**config.mk**
```make
export PLATFORM = sky130hd
export DESIGN_NAME = lfc_top
export DESIGN_NICKNAME = d
export VERILOG_FILES = /design/src/hdl/lfc_pkg.sv /design/src/hdl/lfc_top.sv
export SDC_FILE = /design/constraint.sdc
export NUM_CORES = 1
export LEC_CHECK = 0
export ABC_AREA = 1
export BUFFER_PORTS_ARGS = -buffer_cell sky130_fd_sc_hd__buf_2
export CORE_MARGIN = 1
export CORE_UTILIZATION = 38
export DETAILED_ROUTE_END_ITERATION = 10
export PLACE_DENSITY_LB_ADDON = 0.2
export SLEW_MARGIN = 0
export SYNTH_ARGS = -nofsm -noshare
export SYNTH_HDL_FRONTEND = slang
export SYNTH_SLANG_ARGS = --single-unit
export TNS_END_PERCENT = 100
```
**constraint.sdc**
```tcl
create_clock -name clk_i -period 4.2 [get_ports clk_i]
set_input_delay 0.63 -clock clk_i [delete_from_list [all_inputs] [get_ports clk_i]]
set_output_delay 0.63 -clock clk_i [all_outputs]
set_load 0.05 [all_outputs]
```
**src/hdl/lfc_pkg.sv**
```systemverilog
// shared constants and types for the laser fault and identification control block
package lfc_pkg;

  // ----------------------------------------
  // timing
  // ----------------------------------------
  localparam int CLK_MHZ = 200;
  localparam int T_FAULT_OFF_US = 100;
  localparam int FAULT_OFF_CYC = T_FAULT_OFF_US * CLK_MHZ;
  localparam int T_LASER_ON_US = 1000;
  localparam int LASER_ON_CYC = T_LASER_ON_US * CLK_MHZ;
  localparam int T_LOCK_WINDOW_MS = 25;
  localparam int LOCK_WINDOW_CYC = T_LOCK_WINDOW_MS * 1000 * CLK_MHZ;
  localparam int WIN_W = 23;

  // ----------------------------------------
  // identification link
  // ----------------------------------------
  localparam logic [7:0] CTRL_SET_ADDR = 8'hA0;
  localparam logic [7:0] CTRL_READ = 8'hA1;
  localparam int ROM_DEPTH = 128;
  localparam logic [7:0] ROM_SEED = 8'h5A;
  localparam logic [3:0] BITS_PER_BYTE = 4'h8;
  localparam logic [3:0] NEXT_BYTE_MARK = 4'h9;

  // ----------------------------------------
  // reset values
  // ----------------------------------------
  localparam logic [6:0] PTR_RST = 7'h00;

  typedef enum logic [1:0] {LAS_OFF, LAS_ON, LAS_FAULT, LAS_LOCK} lfc_las_t;

  typedef enum logic [2:0] {I_IDLE, I_DEV, I_DEV_ACK, I_ADDR, I_ADDR_ACK, I_SKIP, I_TX, I_TX_ACK} lfc_link_t;

  typedef struct packed {
    lfc_las_t las;
    logic fault;
    logic [WIN_W-1:0] win;
    logic req_q;
    logic los;
    lfc_link_t ist;
    logic scl_q;
    logic sda_q;
    logic [3:0] cnt;
    logic [7:0] sh;
    logic [6:0] ptr;
    logic rd;
    logic sda_oe;
  } lfc_state_t;

endpackage

```
**src/hdl/lfc_top.sv**
```systemverilog
// laser fault control, loss-of-light flag and read-only identification memory
// Contract
// RULE_01: loss flag high while light too low
// RULE_02: power fault raises fault flag, laser off; code acts on power_fault_i only in LAS_ON and ignores it in LAS_OFF
// RULE_03: laser off within 100 us of fault
// RULE_04: off request removes modulation and bias power
// RULE_05: request low, no fault: laser on within 1ms
// RULE_06: request pulse clears fault and retries laser
// RULE_07: refault within 25 ms locks fault high
// RULE_08: lock clears only at power-on reset
// RULE_09: host opens access with start condition
// RULE_10: host sends address-set control byte first
// RULE_11: host changes data only while clock low
// RULE_12: device acknowledges control and address bytes
// RULE_13: address top bit ignored for read pointer
// RULE_14: host repeated start, then read control byte
// RULE_15: host acknowledges byte or ends transfer
// RULE_16: host closes access with stop condition
// RULE_17: identification memory holds 128 bytes
// RULE_18: identification memory cannot be written
// RULE_19: host holds request high at least 10 us
// RULE_20: read pointer steps after each sent byte
`timescale 1ns/1ps
module lfc_top #(
  parameter logic [lfc_pkg::WIN_W-1:0] LOCK_WIN_CYC = lfc_pkg::WIN_W'(lfc_pkg::LOCK_WINDOW_CYC)
) (
  input wire logic clk_i,
  input wire logic sys_rst_i,
  input wire logic light_low_i,
  input wire logic power_fault_i,
  input wire logic laser_off_req_i,
  input wire logic ident_clock_pin_i,
  input wire logic ident_data_pin_i,
  output logic ident_data_pin_o,
  output logic ident_data_pin_oe_o,
  output logic receive_light_lost_o,
  output logic tx_fault_o,
  output logic laser_mod_en_o,
  output logic laser_bias_en_o
);

  lfc_pkg::lfc_state_t st_ff;
  lfc_pkg::lfc_state_t nxt_st;
  logic [7:0] id_rom [lfc_pkg::ROM_DEPTH];
  logic scl_rise;
  logic scl_fall;
  logic start_cond;
  logic stop_cond;
  logic [7:0] rom_byte;

  // ----------------------------------------
  // identification memory, constant contents
  // ----------------------------------------
  genvar gi;
  generate
    for (gi = 0; gi < lfc_pkg::ROM_DEPTH; gi++)
    begin : g_rom
      assign id_rom[gi] = 8'(gi) ^ lfc_pkg::ROM_SEED; // RULE_17 RULE_18
    end
  endgenerate

  assign rom_byte = id_rom[st_ff.ptr];
  assign scl_rise = ident_clock_pin_i & ~st_ff.scl_q;
  assign scl_fall = ~ident_clock_pin_i & st_ff.scl_q;
  assign start_cond = st_ff.scl_q & ident_clock_pin_i & st_ff.sda_q & ~ident_data_pin_i;
  assign stop_cond = st_ff.scl_q & ident_clock_pin_i & ~st_ff.sda_q & ident_data_pin_i;

  // ----------------------------------------
  // next state
  // ----------------------------------------
  always_comb
  begin
    nxt_st = st_ff;
    nxt_st.req_q = laser_off_req_i;
    nxt_st.los = light_low_i; // RULE_01
    nxt_st.scl_q = ident_clock_pin_i;
    nxt_st.sda_q = ident_data_pin_i;
    if (st_ff.win != '0)
    begin
      nxt_st.win = st_ff.win - lfc_pkg::WIN_W'(1);
    end
    unique case (st_ff.las)
      lfc_pkg::LAS_OFF:
      begin
        if (!laser_off_req_i)
        begin
          nxt_st.las = lfc_pkg::LAS_ON; // RULE_05
        end
      end
      lfc_pkg::LAS_ON:
      begin
        if (power_fault_i)
        begin
          nxt_st.fault = 1'b1; // RULE_02 RULE_03
          if (st_ff.win != '0)
          begin
            nxt_st.las = lfc_pkg::LAS_LOCK; // RULE_07
          end
          else
          begin
            nxt_st.las = lfc_pkg::LAS_FAULT;
          end
        end
        else if (laser_off_req_i)
        begin
          nxt_st.las = lfc_pkg::LAS_OFF; // RULE_04
        end
      end
      lfc_pkg::LAS_FAULT:
      begin
        if (st_ff.req_q && !laser_off_req_i)
        begin
          nxt_st.fault = 1'b0; // RULE_06
          nxt_st.las = lfc_pkg::LAS_ON;
          nxt_st.win = LOCK_WIN_CYC;
        end
      end
      lfc_pkg::LAS_LOCK:
      begin
        nxt_st.fault = 1'b1; // RULE_08
      end
    endcase

    // identification link slave
    if (start_cond)
    begin
      nxt_st.ist = lfc_pkg::I_DEV;
      nxt_st.cnt = 4'h0;
      nxt_st.sda_oe = 1'b0;
    end
    else if (stop_cond)
    begin
      nxt_st.ist = lfc_pkg::I_IDLE;
      nxt_st.sda_oe = 1'b0;
    end
    else
    begin
      unique case (st_ff.ist)
        lfc_pkg::I_IDLE:
        begin
          nxt_st.sda_oe = 1'b0;
        end
        lfc_pkg::I_DEV, lfc_pkg::I_ADDR, lfc_pkg::I_SKIP:
        begin
          if (scl_rise && st_ff.cnt < lfc_pkg::BITS_PER_BYTE)
          begin
            nxt_st.sh = {st_ff.sh[6:0], ident_data_pin_i};
            nxt_st.cnt = st_ff.cnt + 4'h1;
          end
          else if (scl_fall && st_ff.cnt == lfc_pkg::BITS_PER_BYTE)
          begin
            nxt_st.cnt = 4'h0;
            if (st_ff.ist == lfc_pkg::I_DEV)
            begin
              if (st_ff.sh == lfc_pkg::CTRL_SET_ADDR || st_ff.sh == lfc_pkg::CTRL_READ)
              begin
                nxt_st.rd = st_ff.sh[0];
                nxt_st.sda_oe = 1'b1; // RULE_12
                nxt_st.ist = lfc_pkg::I_DEV_ACK;
              end
              else
              begin
                nxt_st.ist = lfc_pkg::I_IDLE;
              end
            end
            else if (st_ff.ist == lfc_pkg::I_ADDR)
            begin
              nxt_st.ptr = st_ff.sh[6:0]; // RULE_13
              nxt_st.sda_oe = 1'b1; // RULE_12
              nxt_st.ist = lfc_pkg::I_ADDR_ACK;
            end
          end
        end
        lfc_pkg::I_DEV_ACK:
        begin
          if (scl_fall)
          begin
            nxt_st.cnt = 4'h0;
            if (st_ff.rd)
            begin
              nxt_st.ist = lfc_pkg::I_TX;
              nxt_st.sh = rom_byte;
              nxt_st.sda_oe = ~rom_byte[7];
            end
            else
            begin
              nxt_st.ist = lfc_pkg::I_ADDR;
              nxt_st.sda_oe = 1'b0;
            end
          end
        end
        lfc_pkg::I_ADDR_ACK:
        begin
          if (scl_fall)
          begin
            nxt_st.sda_oe = 1'b0;
            nxt_st.ist = lfc_pkg::I_SKIP; // RULE_18
          end
        end
        lfc_pkg::I_TX:
        begin
          if (scl_rise)
          begin
            nxt_st.cnt = st_ff.cnt + 4'h1;
          end
          else if (scl_fall)
          begin
            if (st_ff.cnt == lfc_pkg::BITS_PER_BYTE)
            begin
              nxt_st.sda_oe = 1'b0;
              nxt_st.cnt = 4'h0;
              nxt_st.ptr = st_ff.ptr + 7'h01; // RULE_20
              nxt_st.ist = lfc_pkg::I_TX_ACK;
            end
            else
            begin
              nxt_st.sh = {st_ff.sh[6:0], 1'b0};
              nxt_st.sda_oe = ~st_ff.sh[6];
            end
          end
        end
        lfc_pkg::I_TX_ACK:
        begin
          if (scl_rise)
          begin
            if (ident_data_pin_i)
            begin
              nxt_st.ist = lfc_pkg::I_IDLE;
            end
            else
            begin
              nxt_st.cnt = lfc_pkg::NEXT_BYTE_MARK;
            end
          end
          else if (scl_fall && st_ff.cnt == lfc_pkg::NEXT_BYTE_MARK)
          begin
            nxt_st.cnt = 4'h0;
            nxt_st.sh = rom_byte;
            nxt_st.sda_oe = ~rom_byte[7];
            nxt_st.ist = lfc_pkg::I_TX;
          end
        end
      endcase
    end
  end

  // ----------------------------------------
  // state register
  // ----------------------------------------
  always_ff @(posedge clk_i or posedge sys_rst_i)
  begin
    if (sys_rst_i)
    begin
      st_ff <= '{las: lfc_pkg::LAS_OFF, fault: 1'b0, win: '0, req_q: 1'b1, los: 1'b1,
                 ist: lfc_pkg::I_IDLE, scl_q: 1'b1, sda_q: 1'b1, cnt: 4'h0, sh: 8'h00,
                 ptr: lfc_pkg::PTR_RST, rd: 1'b0, sda_oe: 1'b0};
    end
    else
    begin
      st_ff <= nxt_st;
    end
  end

  assign receive_light_lost_o = st_ff.los;
  assign tx_fault_o = st_ff.fault;
  assign laser_mod_en_o = (st_ff.las == lfc_pkg::LAS_ON); // RULE_04
  assign laser_bias_en_o = (st_ff.las == lfc_pkg::LAS_ON); // RULE_04
  assign ident_data_pin_o = 1'b0;
  assign ident_data_pin_oe_o = st_ff.sda_oe;
endmodule

```
==> key figures <==
Run status
  – Status: finished, final reports clean

Clocking
  – Worst-path clk slew: 0.10 ns
  – CTS max path bufs: 2
  – Sink Count: 54
  – Root buf cell: clkbuf_8
  – Worst-skew pair later-pin latency: 0.31 ns
  – Total CTS buffers: 5
  – Number of setup buffers added after CTS: 0
  – CTS tree: done
  – Post-CTS Resized: 0
  – H-tree depth: 2
  – Hold Buf Count CTS: 0

Layout
  – Multi-input logic area: 0.00194 mm^2
  – Layout cells sized above 1: 10.4%
  – Final nets: 537
  – Fillers: 895
  – Register area: 0.00136 mm^2
  – Antenna Cells: 0
  – Post-layout util: 42.9%
  – Area grow syn2layout: 7.02%

Yosys
  – Most used DFF post-synth: dfrtp_1
  – Yosys Warn Count: 0
  – Mean Syn Cell Area: 7.05 um^2
  – Post-synth cell types: 37
  – #FFs+latches synth: 54
  – Syn Std Cell Area: 0.00357 mm^2
  – Post-synth ARST share: 100%
  – EDFF count, synth: 0
  – Syn Nets: 526
  – Seq/Total Area, Yosys: 38.0%
  – Synth Instances: 506

Worst setup path
  – Max incr delay on CP: 0.68 ns
  – WP data arrival: 2.70 ns
  – Reg2Reg Depth: 8
  – Endpoint class of the critical path: register
  – CP cell instances: inv_1 > ha_1 > inv_1 > nor2_1 > clkinv_1 > nand2_1 > nor2_1 > a22oi_1
  – Top Family by Delay on Critical Path: simple AND/OR/NAND/NOR gates
  – CP required: 4.43 ns
  – R2R Path Start: st_ff[52]
  – Critical path fanouts, max: 12
  – R2R Setup Slk: 1.73 ns
  – Crit Path Category: reg -> reg
  – Worst path buffer plus inverter count: 3
  – Crit Reg-Reg Endpoint: st_ff[52]
  – Slowest-stage cell, CP: nor2_1
  – Crit start category: register

Drt
  – Via density: 5.05
  – Post-route ant nets: 0
  – Initial drt markers: 140
  – WL/cell: 12.8 um
  – Drt drc: 0
  – TritonRoute pass-1 iters: 5
  – DR vias: 3164
  – Post-Route WL: 8000 um

Pwr
  – Net Sw Frac: 42.6%
  – Combinational power share: 38.0%
  – P_sw: 0.000813 W
  – Sequential share of power: 42.3%
  – Pwr/cell area: 500 mW/mm^2
  – Clk pwr share: 19.6%
  – P_leak: 1.85 nW
  – Int Pwr: 0.00110 W
  – VDD IR-drop max: 211 uV
  – Total power: 0.00191 W

STA
  – Clock period minus worst slack: 2.47 ns
  – Final hold vios: 0
  – Slew Limit Headroom: 41.1%
  – Final worst slack: 1.73 ns
  – Final Max Slew Viols: 0
  – Final worst path period share: 58.8%
  – Unrepaired setup endpoints after global routing: false
  – Final setup fails: 0
  – Worst slew pin tran: 0.881 ns
  – Clock skew: 0.00911 ns
  – Setup_tns: 0 ns
  – FMAX: 0.405 GHz

Global route
  – Top Usage Layer GRT: met2
  – Met3 usage in global routing: 2.20%
  – GRT overflow: 0
  – Global Route Usage Sum: 17.8%
  – GRT met1 Usage: 23.6%
  – Largest net degree at the start of global routing: 36
  – Met2 Use GR: 30.7%
  – Global-route wire length before repair: 14100 um
  – Vias in the first global route: 3041
  – Initial antenna violation count: 0

Min path
  – Hold Path Cell Cnt: 1
  – HP Class: in -> reg
  – Hold Path End: receive_light_lost_o
  – Hold wc startpoint: light_low_i

Place
  – Setup slack at placement: 1.59 ns
  – Hpwl dp: 6060 um
  – Routability cong.: 0.874
  – I/O Buffers: 11

Die
  – Rows: 34
  – Initial Util: 40.1%
  – I/O pin cnt: 13
  – Core Area: 0.00889 mm^2
  – Die Y: 98.9 um
  – Die W: 98.9 um
  – DIE AREA: 0.00978 mm^2

Flow run
  – Max cap viols: 0
## metal layers
layer  vias up  wire, um  part of all wire (%)
met2        63      3820                    48
met3         6       227                   2.8
met5         -         0                     0
li1       1640         -                     -
met4         0        70                  0.88
met1      1455      3880                    49
## registers in the layout, summed over array words and instances (netlist names)
name	count
tx_fault_o	1
receive_light_lost_o	1
st_ff	51
ident_data_pin_oe_o	1
## through the flow
step | hold slack, ns | std cells | cell area [um^2]
after floorplan | 0.443 | 506 | 3570
after global placement | 0.475 | 618 | 3690
after detailed placement | 0.482 | 618 | 3690
after CTS | 0.405 | 626 | 3820
after global routing | 0.397 | 626 | 3820
final | 0.417 | 626 | 3820
## power by group through the flow
stage	clock (W)	combinational [W]	sequential, W
floorplan	0	0.000622	0.000769
finish	0.000375	0.000726	0.000808
CTS	0.000394	0.000732	0.000807
global placement	0	0.000717	0.000816
global route	0.000415	0.000838	0.000830
detailed placement	0	0.000725	0.000818
## cells by family (layout without fill, tap and decap cells)
kind of cell / Yosys count / after routing / synth area share (%)
simple gates: 300 / 300 / 36.9
buf+inv: 62 / 74 / 7.68
xor+xnor: 13 / 13 / 3.19
flops: 54 / 54 / 38.0
compound gates: 63 / 63 / 9.54
other cells: 1 / 1 / 0.105
fa+ha+maj: 13 / 13 / 4.56
## synthesized netlist by cell type, types with 3 or more instances
cell type,count,share of area [%]
a31oi_1,3,0.53
nand3_1,44,6.2
nand2_2,4,0.70
o21ai_1,10,1.4
nand2_1,136,14
inv_1,46,4.8
nor3_1,9,1.3
nor2_2,7,1.2
nor2_1,84,8.8
nand2_4,3,0.95
xor2_1,8,2.0
ha_1,13,4.6
xnor2_1,5,1.2
buf_6,4,1.3
o21ai_0,25,3.5
dfstp_2,4,2.9
inv_2,5,0.53
a22oi_1,3,0.63
nand4_1,4,0.70
a21oi_1,18,2.5
dfrtp_1,50,35
## final cells by class
type                       instances  share of cell area [%]
multi-input combinational        390                    50.7
timing repair buffer              12                    1.64
sequential                        54                    35.5
tap                              108                    3.54
inverter                          54                    5.38
clock inverter                     2                    1.02
clock buffer                       6                    2.16
## worst max path at each step
stage                               start             end  slack, ns  cells after the start
after CTS                       st_ff[52]       st_ff[52]       1.69                      8
after floorplan                 st_ff[53]  laser_mod_en_o       2.24                      3
after global routing            st_ff[52]       st_ff[52]       1.46                      8
final                           st_ff[52]       st_ff[52]       1.73                      8
after detailed placement  laser_off_req_i       st_ff[52]       1.59                      8
after global placement    laser_off_req_i       st_ff[52]       1.64                      8
## cells in the final DEF (no fill, tap or decap), types with 7 or more instances in the layout
master	netlist	routed
nor2_2	7	7
nand2_1	136	136
nor3_1	9	9
ha_1	13	13
o21ai_0	25	25
dfrtp_1	50	50
nor2_1	84	84
inv_1	46	45
o21ai_1	10	10
xor2_1	8	8
a21oi_1	18	18
buf_2	1	11
nand3_1	44	44
## worst register-to-register path: cells and delay by family (launching register included)
family	cells	cell delay, ns
compound gates	1	0.14
flops	1	0.41
simple gates	3	0.91
fa+ha+maj	1	0.20
buf+inv	3	0.72
No activity file was read; power rests on OpenSTA's default activity.
